==> config.mk <==
export PLATFORM = sky130hd
export DESIGN_NAME = ssr_top
export DESIGN_NICKNAME = d
export VERILOG_FILES = /design/src/ssr_pkg.sv /design/src/ssr_set.sv /design/src/ssr_top.sv
export SDC_FILE = /design/constraint.sdc
export NUM_CORES = 2
export LEC_CHECK = 0
export BUFFER_PORTS_ARGS = -buffer_cell sky130_fd_sc_hd__buf_4
export CELL_PAD_IN_SITES_DETAIL_PLACEMENT = 0
export CELL_PAD_IN_SITES_GLOBAL_PLACEMENT = 1
export CORE_MARGIN = 2
export CORE_UTILIZATION = 30
export CTS_CLUSTER_SIZE = 10
export DETAILED_ROUTE_END_ITERATION = 10
export GPL_ROUTABILITY_DRIVEN = 1
export PLACE_DENSITY = 0.54
export SYNTH_ARGS = -nofsm -noshare
export SYNTH_HDL_FRONTEND = slang
export SYNTH_SLANG_ARGS = --single-unit
==> constraint.sdc <==
create_clock -name mclk -period 30.4 [get_ports mclk]
set_input_delay 6.08 -clock mclk [delete_from_list [all_inputs] [get_ports mclk]]
set_output_delay 6.08 -clock mclk [all_outputs]
set_load 0.01 [all_outputs]
==> src/ssr_pkg.sv <==
// Package: constants for the status register sets block
package ssr_pkg;

    // Register width and the bits that carry data
    localparam int SSR_W = 16;
    localparam int SSR_DATA_W = 15;
    localparam logic [15:0] SSR_DATA_MASK = 16'h7FFF;

    // Number of sets and set indices
    localparam int SSR_NSETS = 11;
    localparam logic [3:0] SSR_SET_DEV = 4'h0;
    localparam logic [3:0] SSR_SET_OPER = 4'h1;
    localparam logic [3:0] SSR_SET_OPER_CAL = 4'h2;
    localparam logic [3:0] SSR_SET_OPER_LLF = 4'h3;
    localparam logic [3:0] SSR_SET_OPER_MEAS = 4'h4;
    localparam logic [3:0] SSR_SET_OPER_SENSE = 4'h5;
    localparam logic [3:0] SSR_SET_OPER_TRIG = 4'h6;
    localparam logic [3:0] SSR_SET_OPER_ULF = 4'h7;
    localparam logic [3:0] SSR_SET_QUES = 4'h8;
    localparam logic [3:0] SSR_SET_QUES_CAL = 4'h9;
    localparam logic [3:0] SSR_SET_QUES_POW = 4'hA;

    // Summary bit positions in the parent condition registers
    localparam int SSR_OPER_CAL_BIT = 0;
    localparam int SSR_OPER_MEAS_BIT = 4;
    localparam int SSR_OPER_TRIG_BIT = 5;
    localparam int SSR_OPER_SENSE_BIT = 10;
    localparam int SSR_OPER_LLF_BIT = 11;
    localparam int SSR_OPER_ULF_BIT = 12;
    localparam int SSR_QUES_POW_BIT = 3;
    localparam int SSR_QUES_CAL_BIT = 8;
    localparam int SSR_CHILD_BIT = 1;

    // Preset values
    localparam logic [15:0] SSR_PTR_PRESET = 16'h7FFF;
    localparam logic [15:0] SSR_NTR_PRESET = 16'h0000;
    localparam logic [15:0] SSR_ENA_PRESET_TOP = 16'h0000;
    localparam logic [15:0] SSR_ENA_PRESET_OTHER = 16'h7FFF;
    localparam logic SSR_QENA_PRESET = 1'b1;

    // Register selectors within a set
    typedef enum logic [2:0] {
        SSR_REG_COND,
        SSR_REG_EVENT,
        SSR_REG_ENABLE,
        SSR_REG_FALL,
        SSR_REG_RISE
    } ssr_reg_t;

endpackage

==> src/ssr_set.sv <==
// One status register set: condition, event, enable and two filters
`timescale 1ns/100ps
module ssr_set
    import ssr_pkg::*;
#(
    parameter logic [15:0] ENA_PRESET = 16'h7FFF
) (
    input wire logic mclk, // System clock
    input wire logic rst, // Async reset, active high
    input wire logic [15:0] cond_in, // Live condition bits
    input wire logic wr_en, // Write strobe for this set
    input wire ssr_reg_t wr_sel, // Register written
    input wire logic [15:0] wr_data, // Rounded write value
    input wire logic evt_rd, // Event read, clears the event bits
    input wire logic clr_evt, // Clear-status command pulse
    input wire logic preset, // Status-preset command pulse
    output logic [15:0] cond_q, // Stored condition
    output logic [15:0] evt_q, // Latched events
    output logic [15:0] ena_q, // Enable mask
    output logic [15:0] fall_q, // Falling filter
    output logic [15:0] rise_q, // Rising filter
    output logic summary // OR of enabled events
);

    logic [15:0] cond_r; // Condition copy, bit 15 held low
    logic [15:0] evt_r; // Event latch
    logic [15:0] ena_r; // Enable mask
    logic [15:0] fall_r; // Falling filter
    logic [15:0] rise_r; // Rising filter
    logic [15:0] hits; // Transitions passing the filters
    logic [15:0] cond_nxt; // New condition

    // Condition bits are only sampled, never changed by reads
    assign cond_nxt = cond_in & SSR_DATA_MASK;
    always_ff @(posedge mclk or posedge rst) begin
        if (rst) begin
            cond_r <= 16'h0000;
        end else begin
            cond_r <= cond_nxt;
        end
    end

    // Edge detection through the filters
    assign hits = ((~cond_r & cond_nxt & rise_r) |
                   (cond_r & ~cond_nxt & fall_r));

    // Event latch: new events win over a clearing read
    always_ff @(posedge mclk or posedge rst) begin
        if (rst) begin
            evt_r <= 16'h0000;
        end else if (clr_evt) begin
            evt_r <= hits;
        end else if (evt_rd) begin
            evt_r <= hits;
        end else begin
            evt_r <= evt_r | hits;
        end
    end

    // Enable mask: power-on reset and preset load it, clear leaves it alone
    always_ff @(posedge mclk or posedge rst) begin
        if (rst) begin
            ena_r <= ENA_PRESET & SSR_DATA_MASK;
        end else if (preset) begin
            ena_r <= ENA_PRESET & SSR_DATA_MASK;
        end else if (wr_en && wr_sel == SSR_REG_ENABLE) begin
            ena_r <= wr_data & SSR_DATA_MASK;
        end
    end

    // Transition filters
    always_ff @(posedge mclk or posedge rst) begin
        if (rst) begin
            fall_r <= SSR_NTR_PRESET;
            rise_r <= SSR_PTR_PRESET;
        end else if (preset) begin
            fall_r <= SSR_NTR_PRESET;
            rise_r <= SSR_PTR_PRESET;
        end else if (wr_en && wr_sel == SSR_REG_FALL) begin
            fall_r <= wr_data & SSR_DATA_MASK;
        end else if (wr_en && wr_sel == SSR_REG_RISE) begin
            rise_r <= wr_data & SSR_DATA_MASK;
        end
    end

    assign summary = |(evt_r & ena_r);
    assign cond_q = cond_r;
    assign evt_q = evt_r;
    assign ena_q = ena_r;
    assign fall_q = fall_r;
    assign rise_q = rise_r;

    // Event clears on read unless a fresh edge arrives
    AST_EVT_RD_CLR: assert property (@(posedge mclk) disable iff (rst)
        evt_rd && !clr_evt |=> evt_r == $past(hits))
        else $error("event not cleared by read");
    // Bit 15 of the mask and of both filters never sets
    AST_MASK_TOP: assert property (@(posedge mclk) disable iff (rst)
        !ena_r[15] && !fall_r[15] && !rise_r[15])
        else $error("bit 15 set in mask or filter");

endmodule // ssr_set

==> src/ssr_top.sv <==
// Status register sets: eleven sets, summaries and the 488.2 registers
//
// Overview of operation
// Condition read returns bits, no change
// Event read returns bits, then clears
// Enable write keeps low 15 bits
// Enable read returns 15-bit value
// Falling filter write keeps low 15 bits
// Falling filter read returns 15 bits
// Rising filter write keeps low 15 bits
// Rising filter read returns 15 bits
// Filters and masks preset at power-on/preset
// Queue enable preset at power-on/preset
// Clear-status and power-on empty events, queue
// ESE and SRE cleared at power-on only
// ESR and STB cleared by clear-status, power-on
// Five accesses for all eleven sets
// Host names the set; only it responds
// Filtered edges latch event bits
// Enabled events summarise into parent condition
`timescale 1ns/100ps
module ssr_top
    import ssr_pkg::*;
(
    input wire logic mclk, // System clock, 250 MHz
    input wire logic rst, // Power-on reset, async, active high
    input wire logic cmd_rst, // Device reset command pulse
    input wire logic cmd_cls, // Clear-status command pulse
    input wire logic cmd_preset, // Status-preset command pulse
    input wire logic acc_req, // Register access pulse
    input wire logic acc_wr, // 1 write, 0 query
    input wire logic [3:0] acc_set, // Target set index
    input wire ssr_reg_t acc_reg, // Target register
    input wire logic [15:0] acc_wdata, // Write value, already rounded
    output logic [15:0] acc_rdata, // Query answer
    output logic acc_rvalid, // Answer valid pulse
    input wire logic [15:0] dev_cond, // Device set condition bits
    input wire logic [15:0] oper_cond, // Operation own condition bits
    input wire logic [5:0] oper_sub_cond, // Bit 1 of the six summaries
    input wire logic [15:0] ques_cond, // Questionable own condition bits
    input wire logic [1:0] ques_sub_cond, // Bit 1 of the two summaries
    input wire logic queue_push, // Error queue gets an entry
    input wire logic [7:0] esr_set, // Standard event bits to set
    input wire logic ese_wr, // Write event status enable
    input wire logic sre_wr, // Write service request enable
    input wire logic [7:0] ieee_wdata, // Data for the two writes
    output logic [7:0] ese_q, // Event status enable
    output logic [7:0] sre_q, // Service request enable
    output logic [7:0] esr_q, // Standard event status
    output logic [7:0] stb_q, // Status byte
    output logic queue_ena_q, // Error queue enable
    output logic queue_nempty_q, // Error queue holds entries
    output logic dev_sum, // Device set summary
    output logic oper_sum, // Operation summary
    output logic ques_sum // Questionable summary
);

    logic [15:0] cond_in [SSR_NSETS]; // Condition inputs per set
    logic [15:0] cond_q [SSR_NSETS]; // Stored conditions
    logic [15:0] evt_q [SSR_NSETS]; // Event registers
    logic [15:0] ena_q [SSR_NSETS]; // Enable masks
    logic [15:0] fall_q [SSR_NSETS]; // Falling filters
    logic [15:0] rise_q [SSR_NSETS]; // Rising filters
    logic [SSR_NSETS-1:0] sum; // Per-set summaries
    logic [SSR_NSETS-1:0] sel; // One-hot set decode
    logic clr_all; // Clear-status pulse
    logic [7:0] esr_r; // Standard event status
    logic [7:0] ese_r; // Event status enable
    logic [7:0] sre_r; // Service request enable
    logic [7:0] stb_r; // Status byte
    logic qena_r; // Queue enable
    logic qfull_r; // Queue holds entries
    logic [15:0] rdata_r; // Answer register
    logic rvalid_r; // Answer strobe

    // Decode the named set to a one-hot select
    function automatic logic [SSR_NSETS-1:0] set_dec(input logic [3:0] s);
        logic [SSR_NSETS-1:0] d;
        d = '0;
        if (s < 4'(SSR_NSETS)) begin
            d[s] = 1'b1;
        end
        return d;
    endfunction

    // Pick one register of a set for a query
    function automatic logic [15:0] reg_pick(input ssr_reg_t r,
        input logic [15:0] c, input logic [15:0] e, input logic [15:0] n,
        input logic [15:0] f, input logic [15:0] p);
        logic [15:0] v;
        v = 16'h0000;
        unique case (r)
            SSR_REG_COND: v = c;
            SSR_REG_EVENT: v = e;
            SSR_REG_ENABLE: v = n;
            SSR_REG_FALL: v = f;
            SSR_REG_RISE: v = p;
            default: v = 16'h0000;
        endcase
        return v & SSR_DATA_MASK;
    endfunction

    // Only the named set sees the access strobe
    assign sel = acc_req ? set_dec(acc_set) : '0;
    assign clr_all = cmd_cls;

    // Condition routing: children feed their parent
    always_comb begin
        for (int i = 0; i < SSR_NSETS; i++) begin
            cond_in[i] = 16'h0000;
        end
        cond_in[SSR_SET_DEV] = dev_cond;
        cond_in[SSR_SET_OPER] = oper_cond;
        // Summary bits of the children override the raw inputs
        cond_in[SSR_SET_OPER][SSR_OPER_CAL_BIT] =
            sum[SSR_SET_OPER_CAL];
        cond_in[SSR_SET_OPER][SSR_OPER_MEAS_BIT] = sum[SSR_SET_OPER_MEAS];
        cond_in[SSR_SET_OPER][SSR_OPER_TRIG_BIT] = sum[SSR_SET_OPER_TRIG];
        cond_in[SSR_SET_OPER][SSR_OPER_SENSE_BIT] =
            sum[SSR_SET_OPER_SENSE];
        cond_in[SSR_SET_OPER][SSR_OPER_LLF_BIT] = sum[SSR_SET_OPER_LLF];
        cond_in[SSR_SET_OPER][SSR_OPER_ULF_BIT] = sum[SSR_SET_OPER_ULF];
        cond_in[SSR_SET_OPER_CAL][SSR_CHILD_BIT] = oper_sub_cond[0];
        cond_in[SSR_SET_OPER_LLF][SSR_CHILD_BIT] = oper_sub_cond[1];
        cond_in[SSR_SET_OPER_MEAS][SSR_CHILD_BIT] = oper_sub_cond[2];
        cond_in[SSR_SET_OPER_SENSE][SSR_CHILD_BIT] = oper_sub_cond[3];
        cond_in[SSR_SET_OPER_TRIG][SSR_CHILD_BIT] = oper_sub_cond[4];
        cond_in[SSR_SET_OPER_ULF][SSR_CHILD_BIT] = oper_sub_cond[5];
        // Questionable branch follows the same pattern
        cond_in[SSR_SET_QUES] = ques_cond;
        cond_in[SSR_SET_QUES][SSR_QUES_CAL_BIT] = sum[SSR_SET_QUES_CAL];
        cond_in[SSR_SET_QUES][SSR_QUES_POW_BIT] = sum[SSR_SET_QUES_POW];
        cond_in[SSR_SET_QUES_CAL][SSR_CHILD_BIT] = ques_sub_cond[0];
        cond_in[SSR_SET_QUES_POW][SSR_CHILD_BIT] = ques_sub_cond[1];
    end

    // Eleven sets; the operation and questionable sets preset their mask to zeros
    for (genvar g = 0; g < SSR_NSETS; g++) begin : g_set
        localparam logic [15:0] EP =
            (g == SSR_SET_OPER || g == SSR_SET_QUES) ?
            SSR_ENA_PRESET_TOP : SSR_ENA_PRESET_OTHER;
        ssr_set #(.ENA_PRESET(EP)) u_set (
            .mclk(mclk),
            .rst(rst),
            .cond_in(cond_in[g]),
            .wr_en(sel[g] && acc_wr),
            .wr_sel(acc_reg),
            .wr_data(acc_wdata),
            .evt_rd(sel[g] && !acc_wr && acc_reg == SSR_REG_EVENT),
            .clr_evt(clr_all),
            .preset(cmd_preset),
            .cond_q(cond_q[g]),
            .evt_q(evt_q[g]),
            .ena_q(ena_q[g]),
            .fall_q(fall_q[g]),
            .rise_q(rise_q[g]),
            .summary(sum[g])
        );
    end

    // Query answer, registered; reads are 15-bit values
    always_ff @(posedge mclk or posedge rst) begin
        if (rst) begin
            rdata_r <= 16'h0000;
            rvalid_r <= 1'b0;
        end else begin
            // Strobe only for a query to a set that exists
            rvalid_r <= acc_req && !acc_wr && (|sel);
            if (acc_req && !acc_wr && (|sel)) begin
                rdata_r <= reg_pick(acc_reg, cond_q[acc_set],
                    evt_q[acc_set], ena_q[acc_set], fall_q[acc_set],
                    rise_q[acc_set]);
            end
        end
    end

    // Queue enable: preset only; device reset has no effect
    always_ff @(posedge mclk or posedge rst) begin
        if (rst) begin
            qena_r <= SSR_QENA_PRESET;
        end else if (cmd_preset) begin
            qena_r <= SSR_QENA_PRESET;
        end
    end

    // Queue occupancy: a push in the clearing cycle survives
    always_ff @(posedge mclk or posedge rst) begin
        if (rst) begin
            qfull_r <= 1'b0;
        end else if (queue_push && qena_r) begin
            qfull_r <= 1'b1;
        end else if (clr_all) begin
            qfull_r <= 1'b0;
        end
    end

    // Enable bytes: only power-on clears them
    always_ff @(posedge mclk or posedge rst) begin
        if (rst) begin
            ese_r <= 8'h00;
            sre_r <= 8'h00;
        end else begin
            if (ese_wr) begin
                ese_r <= ieee_wdata;
            end
            if (sre_wr) begin
                sre_r <= ieee_wdata;
            end
        end
    end

    // Event and status bytes: clear-status clears, new sets win
    always_ff @(posedge mclk or posedge rst) begin
        if (rst) begin
            esr_r <= 8'h00;
            stb_r <= 8'h00;
        end else if (clr_all) begin
            esr_r <= esr_set;
            stb_r <= 8'h00;
        end else begin
            esr_r <= esr_r | esr_set;
            stb_r <= {1'b0, 1'b0, |(esr_r & ese_r), 1'b0, ques_sum,
                      qfull_r, 1'b0, dev_sum} & ~8'h40;
        end
    end

    // Outputs straight from the registers and set summaries
    assign acc_rdata = rdata_r;
    assign acc_rvalid = rvalid_r;
    assign ese_q = ese_r;
    assign sre_q = sre_r;
    assign esr_q = esr_r;
    assign stb_q = stb_r;
    assign queue_ena_q = qena_r;
    assign queue_nempty_q = qfull_r;
    assign dev_sum = sum[SSR_SET_DEV];
    assign oper_sum = sum[SSR_SET_OPER];
    assign ques_sum = sum[SSR_SET_QUES];

    // Query answers carry the addressed register, bit 15 low
    AST_COND_RD: assert property (@(posedge mclk) disable iff (rst)
        acc_req && !acc_wr && acc_reg == SSR_REG_COND && acc_set == 4'h0
        |=> acc_rvalid && acc_rdata == $past(cond_q[0]))
        else $error("condition answer wrong");
    AST_EVT_RD: assert property (@(posedge mclk) disable iff (rst)
        acc_req && !acc_wr && acc_reg == SSR_REG_EVENT && acc_set == 4'h1
        |=> acc_rdata == $past(evt_q[1] & SSR_DATA_MASK))
        else $error("event answer wrong");
    AST_RD_TOP: assert property (@(posedge mclk) disable iff (rst)
        acc_rvalid |-> !acc_rdata[15])
        else $error("answer bit 15 set");
    AST_RISE_RD: assert property (@(posedge mclk) disable iff (rst)
        acc_req && !acc_wr && acc_reg == SSR_REG_RISE && acc_set == 4'h4
        |=> acc_rdata == $past(rise_q[4]))
        else $error("rising filter answer wrong");
    AST_FALL_RD: assert property (@(posedge mclk) disable iff (rst)
        acc_req && !acc_wr && acc_reg == SSR_REG_FALL && acc_set == 4'h6
        |=> acc_rdata == $past(fall_q[6]))
        else $error("falling filter answer wrong");
    AST_REFUSED: assert property (@(posedge mclk) disable iff (rst)
        acc_req && acc_set > 4'hA |=> !acc_rvalid)
        else $error("answer for a set that does not exist");

    // Writes land with bit 15 forced low
    AST_ENA_WR: assert property (@(posedge mclk) disable iff (rst)
        acc_req && acc_wr && acc_reg == SSR_REG_ENABLE && acc_set == 4'h2
        && !cmd_preset |=> ena_q[2] == ($past(acc_wdata) & 16'h7FFF))
        else $error("enable write wrong");
    AST_FALL_WR: assert property (@(posedge mclk) disable iff (rst)
        acc_req && acc_wr && acc_reg == SSR_REG_FALL && acc_set == 4'h3
        && !cmd_preset |=> fall_q[3] == ($past(acc_wdata) & 16'h7FFF))
        else $error("falling filter write wrong");

    // Command effects on masks, events, queue and standard bytes
    AST_PRESET: assert property (@(posedge mclk) disable iff (rst)
        cmd_preset |=> rise_q[1] == 16'h7FFF && ena_q[1] == 16'h0000
        && fall_q[5] == 16'h0000 && ena_q[5] == 16'h7FFF && qena_r)
        else $error("preset values wrong");
    AST_CLS_ESR: assert property (@(posedge mclk) disable iff (rst)
        cmd_cls && esr_set == 8'h00 |=> esr_q == 8'h00 && stb_q == 8'h00)
        else $error("clear-status left status bytes");
    AST_ESE_KEEP: assert property (@(posedge mclk) disable iff (rst)
        (cmd_cls || cmd_preset || cmd_rst) && !ese_wr
        |=> ese_q == $past(ese_q))
        else $error("enable byte changed by command");
    AST_SRE_KEEP: assert property (@(posedge mclk) disable iff (rst)
        (cmd_cls || cmd_preset || cmd_rst) && !sre_wr
        |=> sre_q == $past(sre_q))
        else $error("request enable changed by command");
    AST_QUEUE_CLS: assert property (@(posedge mclk) disable iff (rst)
        cmd_cls && !queue_push |=> !queue_nempty_q)
        else $error("queue not emptied by clear-status");
    AST_EVT_PRESET: assert property (@(posedge mclk) disable iff (rst)
        cmd_preset && !cmd_cls && !acc_req
        |=> (evt_q[0] & $past(evt_q[0])) == $past(evt_q[0]))
        else $error("status preset lost an event");
    AST_ESR_HOLD: assert property (@(posedge mclk) disable iff (rst)
        cmd_preset && !cmd_cls |=> esr_q == ($past(esr_q) | $past(esr_set)))
        else $error("status preset changed event status");
    AST_RST_NOP: assert property (@(posedge mclk) disable iff (rst)
        cmd_rst && !cmd_preset && !acc_req |=> ena_q[0] == $past(ena_q[0])
        && fall_q[0] == $past(fall_q[0]) && rise_q[0] == $past(rise_q[0]))
        else $error("device reset changed a mask or filter");

endmodule // ssr_top

==> After elaboration in Yosys (flattened, before gate mapping) <==
Index checks and enable logic that the tools add are counted.
Widths: inputs -> output; s select.
{ "word_totals": {"regBits": 804, "inputBits": 105, "out_inout_bits": 54, "elab_cells": 435} }
{ "op_classes": {"magnitude_cmp": 4, "eq_ne": 15, "muxes": 123, "bitwise": 102, "reduce_logical": 129} }
{ "ops": {"columns": ["operator", "count"], "rows": [
  ["$mux 16", 99],
  ["$and 16x16->16", 33],
  ["$or 16x16->16", 22],
  ["$bmux 16 s4", 5],
  ["$not 2->16", 16],
  ["$reduce_or 16->1", 11],
  ["$mux 15", 10],
  ["$and 16x2->16", 8],
  ["$and 2x16->16", 8],
  ["$not 15->16", 6],
  ["$pmux 15 s5", 1],
  ["$logic_and 1x1->1", 69],
  ["$reduce_bool 2->1", 34],
  ["$and 15x16->16", 3],
  ["$and 16x15->16", 3],
  ["$mux 11", 2],
  ["$ne 2x2->1 const B", 11],
  ["$reduce_and 2->1", 11],
  ["$reduce_or 11->1", 1],
  ["$and 8x8->8", 1],
  ["$mux 8", 1],
  ["$or 8x8->8", 1],
  ["$reduce_or 8->1", 1],
  ["$eq 3x2->1 const B", 2],
  ["12 further kinds", 14]
]} }

==> Logic depth before layout (Yosys ltp) <==
{ "logic_depth": {"ltp_word": 11, "ltp_mapped": 9, "mapped_depth_nobuf": 5} }

==> Cells and area by module <==
A second synthesis with hierarchy kept.
{ "hier_totals": {"hier_cells": 3945, "area_unflattened_um2": 43399.1} }
{ "by_module_without_submodules": {"columns": ["mod", "instances", "cells_per_inst", "area_each_um2", "seq_area_each_um2"], "rows": [
  ["ssr_set (g_set[0].u_set ...)", 9, 276, 3146.8, 1914.3],
  ["ssr_top", 1, 879, 8924.8, 1126.1],
  ["ssr_set (g_set[1].u_set ...)", 2, 291, 3076.7, 1895.6]
]} }

==> Worst setup path before layout <==
No wires, ideal clock.
{ "synth_timing": {"path_kind": "input port to flip-flop", "from": "in acc_reg[0]", "to": "reg rdata_r[4], in the netlist acc_rdata[4]", "setup_ns": 0.144, "arrival_time_ns": 7.578, "required_time_ns": 30.256, "slack_ns": 22.678, "stages": 6, "path_buffers": 3, "cell_sequence": "buf_4 -> buf_2 -> clkbuf_1 -> mux2_2 -> a221oi_1 -> a41oi_1"} }
{ "synth_via": {"elab_chain_len": 2, "word_cells_on_any_way": 6, "classes_between": "4 x eq/ne; 1 x mux; 1 x reduce/logical"} }
{ "synth_lines": {"columns": ["element", "line_no", "text"], "rows": [
  ["from (decl)", "ssr_top.sv:33", "input wire ssr_reg_t acc_reg,"],
  ["$eq 3x3->1 (tied with other cells)", "ssr_top.sv:92", "unique case (r)"],
  ["$pmux 15 s5 (*)", "ssr_top.sv:92", null],
  ["to (signal assigned)", "ssr_top.sv:170", "rdata_r <= reg_pick(acc_reg, cond_q[acc_set],"],
  ["to (decl)", "ssr_top.sv:73", "logic [15:0] rdata_r;"]
]} }
Mark *: on every way between the ends. The rest lies on a longest branch, timed or not.
A chain may end at the register's enable or synchronous reset.

==> Final worst setup path <==
{ "layout_timing": {"from": "in acc_set[1]", "to": "reg rdata_r[8], in the netlist acc_rdata[8]"} }
{ "layout_via": {"elab_chain_len": 8, "word_cells_on_any_way": 27, "classes_between": "3 x order compare; 20 x mux; 1 x bitwise; 3 x reduce/logical"} }
{ "layout_lines": {"columns": ["element", "line_no", "text"], "rows": [
  ["from (decl)", "ssr_top.sv:32", "input wire logic [3:0] acc_set,"],
  ["$lt 4x5->1 (implied by the code) or $ge 4x1->1 (tied branches)", "ssr_top.sv:81", "d[s] = 1'b1;"],
  ["$logic_and 1x1->1 (implied by the code)", "ssr_top.sv:81", null],
  ["$mux 1 (implied by the code)", "ssr_top.sv:81", null],
  ["$demux 1 s4", "ssr_top.sv:81", null],
  ["$mux 11", "ssr_top.sv:80", "if (s < 4'(SSR_NSETS)) begin"],
  ["$mux 11", "ssr_top.sv:104", "assign sel = acc_req ? set_dec(acc_set) : '0;"],
  ["$reduce_or 11->1", "ssr_top.sv:169", "if (acc_req && !acc_wr && (|sel)) begin"],
  ["$logic_and 1x1->1", "ssr_top.sv:169", null]
]} }
Several ways; a longest one is shown, not always the timed one. The select of a mux whose other input is x is not followed.

==> flow_summary.yaml <==
timing:
  period_needed_ns: 9.56
  finalSetupTns_ns: 0
  skew_ns: 0.0262
  hold_viol_final: 0
  min_period_over_period_pct: 31.5
  rsz0062_at_grt: "false"
  slew_headroom_pct: 20.6
  worstMarginPinSlew_ns: 1.19
  fmax_ghz: 0.105
  whs_ns: 0.481
  setup_violations: 0
  setup_ws_ns: 20.84
  drv_slew: 0
logic_synthesis:
  netlist.area_leader.share_pct: 26.8
  synth.most_common_cell: "nand2_1"
  yosys.area.top_type: "dfrtp_1"
  synth_common_cells: "nand2_1, dfrtp_1, nand3b_1"
  syn_inst: 3281
  ys_warn_count: 0
  ys.flop_type: "dfrtp_1"
  yosysUniqueCellTypes: 73
  ys_top_cells_by_area: "dfrtp_1, dfstp_2, nand2_1"
  postSynthAreaPerCell_sq_um: 9.84
  netlist_area_sq_mm: 0.0323
  async_flop_share_pct: 100
  ys_seq_area_share_pct: 51.3
  synth-seq-cells: 646
  synth_edf_count: 0
floorplanning:
  die_h_microns: 332
  start_util_pct: 30.2
  die_w_microns: 332
  io_pins: 159
  num_rows: 120
  dieArea_sq_mm: 0.110
  core_area_sq_mm: 0.107
clocking:
  clk_pin_slew_worst_paths_ns: 0.06
  clock-sinks: 646
  ctsResizeCount: 0
  cts_hold_buf: 0
  cts_setup_buffers: 0
  cts_tree: "yes"
  cts_htree_levels: 3
  cts_buffer_depth: 3
  cts_buffers: 81
  ctsRootBufferMaster: "clkbuf_16"
  clk_latency_ns: 0.66
critical_path:
  slowest_stage: "buf_4"
  r2r_end: "acc_rdata[10]$_DFFE_PP0P_"
  worst-r2r-setup-slack_ns: 28.29
  setup.worst_path.start_class: "input pin"
  cp-end-kind: "register"
  arrival_ns: 10.07
  worstPathCellList: "clkbuf_8 -> buf_4 -> buf_4 -> and2b_1 -> buf_4 -> o2bb2ai_1 -> a22o_1 -> a221oi_1 -> a41oi_1"
  cp_common_cell: "buf_4"
  crit_path_max_fanout: 69
  crit_type: "in -> reg"
  cp-startpoint: "acc_set[1]"
  reg2reg_from: "g_set[1].u_set.ena_q[10]$_DFFE_PP0P_"
  cp_data_required_time_ns: 30.91
  rr_worst_depth: 3
  max_stage_delay_ns: 0.81
drt:
  drcViolationCount: 0
  vias: 25900
  wl_per_cell_microns: 27.6
  dr.pass1.iters: 5
  totalWireLength_mm: 131
  ant_nets: 0
  viasPerCell: 5.46
  drt_iter0_markers: 2655
final_layout:
  layout.nets: 3371
  area_delta_synth_final_pct: 13.9
  drive_above_1_share_pct: 22.5
  final_util_pct: 34.4
grt:
  grt_max_degree: 176
  grt_remaining_overflow: 0
  first_global_vias: 25800
  antenna_found_initial: 3
  grt_first_pass_wirelength_mm: 191
  track_usage_pct: 23.5
status:
  status: "finished, final reports clean"
pwr:
  total_power_mw: 1.99
  ir_worst_vdd_uv: 35.1
  pwr-share-clk_pct: 46.8
  seqPwrFrac_pct: 45.1
  powerDensity_mw_per_mm2: 54.3
  comb_power_share_pct: 8.1
  p_int_mw: 1.48
  p_sw_share_pct: 25.9
  power.leakage_nw: 15.1
  p_switching_uw: 517
placed_design:
  dp_hpwl_mm: 83.6
  routabilityCongestion: 0.885
  io_buffers: 139
  pre_cts_ws_ns: 20.09
worst_hold_path:
  hp-class: "reg -> reg"
  whs_path_depth: 2
  hp-start: "g_set[5].u_set.rise_q[5]$_DFFE_PP1P_"
  hold-path-endpoint: "g_set[5].u_set.rise_q[5]$_DFFE_PP1P_"
flow_run:
  maxCapViolCount: 0
-- cell families after synthesis --
family / after synthesis / share of synthesized area, %
multiplexers: 219 / 10.5
buffers and inverters: 298 / 4.15
flip-flops: 646 / 51.3
other: 2 / 0.0233
AND/OR/NAND/NOR: 1666 / 24.8
AO/OA/AOI/OAI: 450 / 9.22
-- cells in the final DEF (no fill, tap or decap), types with 14 or more instances in the layout --
cell type  synthesis  routed
nand2_1         1074    1074
dfrtp_1          346     346
nand3b_1         344     344
dfstp_2          300     300
a21oi_1          199     199
buf_4             21     175
mux2i_1          100     100
mux4_2            93      93
clkbuf_16          0      85
nand3_1           84      84
o211ai_1          69      69
nor2_1            64      53
clkbuf_1         169      47
a22oi_1           27      27
mux2_2            26      26
nor2_2             9      20
o22ai_1           19      19
a31oi_1           19      17
a21o_1            16      16
a221oi_1          14      14
-- sequential cells by signal, summed over array words and instances, names as in the netlist --
register and cells:
g_set.u_set.rise_q 165, queue_nempty_q 1, g_set.u_set.ena_q 165, g_set.u_set.cond_q 53, sre_q 8, ese_q 8, esr_q 8, stb_q 4
g_set.u_set.evt_q 53, acc_rdata 15, acc_rvalid 1, g_set.u_set.fall_q 165
-- per-stage QoR --
stage          instance area, sq um  cells
3_3_place_gp                  34200   4586
2_1_floorplan                 32300   3285
6_report                      36800   4742
4_1_cts                       36700   4737
3_5_place_dp                  34200   4586
5_1_grt                       36800   4741
-- worst max-delay path: cells and delay by family --
kind / cells / cell delay (ns)
AOI/OAI and AO/OA: 4 / 1.19
and+or+nand+nor: 1 / 0.26
buffers and inverters: 4 / 2.46
-- per-layer routing --
layer	routed length [microns]	vias up	GRT usage [%]
li1	-	11300	-
met1	57600	13500	32.1
met2	61500	923	37.9
met3	7030	169	3.25
met4	4870	0	8.87
met5	0	-	0
-- final cells by class --
class / instances / area, sq um
Fill cell: 10800 / 70100
Timing Repair Buffer: 181 / 1420
Sequential cell: 646 / 16500
Clock buffer: 144 / 2470
Inverter: 15 / 63.8
Multi-Input combinational cell: 2341 / 14500
Antenna cell: 5 / 12.5
Clock inverter: 7 / 45.0
Tap cell: 1403 / 1760
-- worst max-delay path by stage --
stage	cells past startpoint	end	slack (ns)
finish	9	acc_rdata[8]$_DFFE_PP0P_	20.84
global route	9	acc_rdata[8]$_DFFE_PP0P_	20.67
CTS	9	acc_rdata[8]$_DFFE_PP0P_	20.79
detailed placement	9	acc_rdata[8]$_DFFE_PP0P_	20.09
global placement	9	acc_rdata[8]$_DFFE_PP0P_	20.14
floorplan	1	acc_rdata[0]$_DFFE_PP0P_	6.72
-- power groups by stage --
stage | sequential (mW) | combinational (mW) | clock (mW)
floorplan | 0.903 | 0.0954 | 0
global placement | 0.912 | 0.161 | 0
detailed placement | 0.912 | 0.163 | 0
CTS | 0.898 | 0.163 | 0.957
global route | 0.900 | 0.172 | 0.996
finish | 0.899 | 0.161 | 0.934
(Power assumes the default switching activity.)
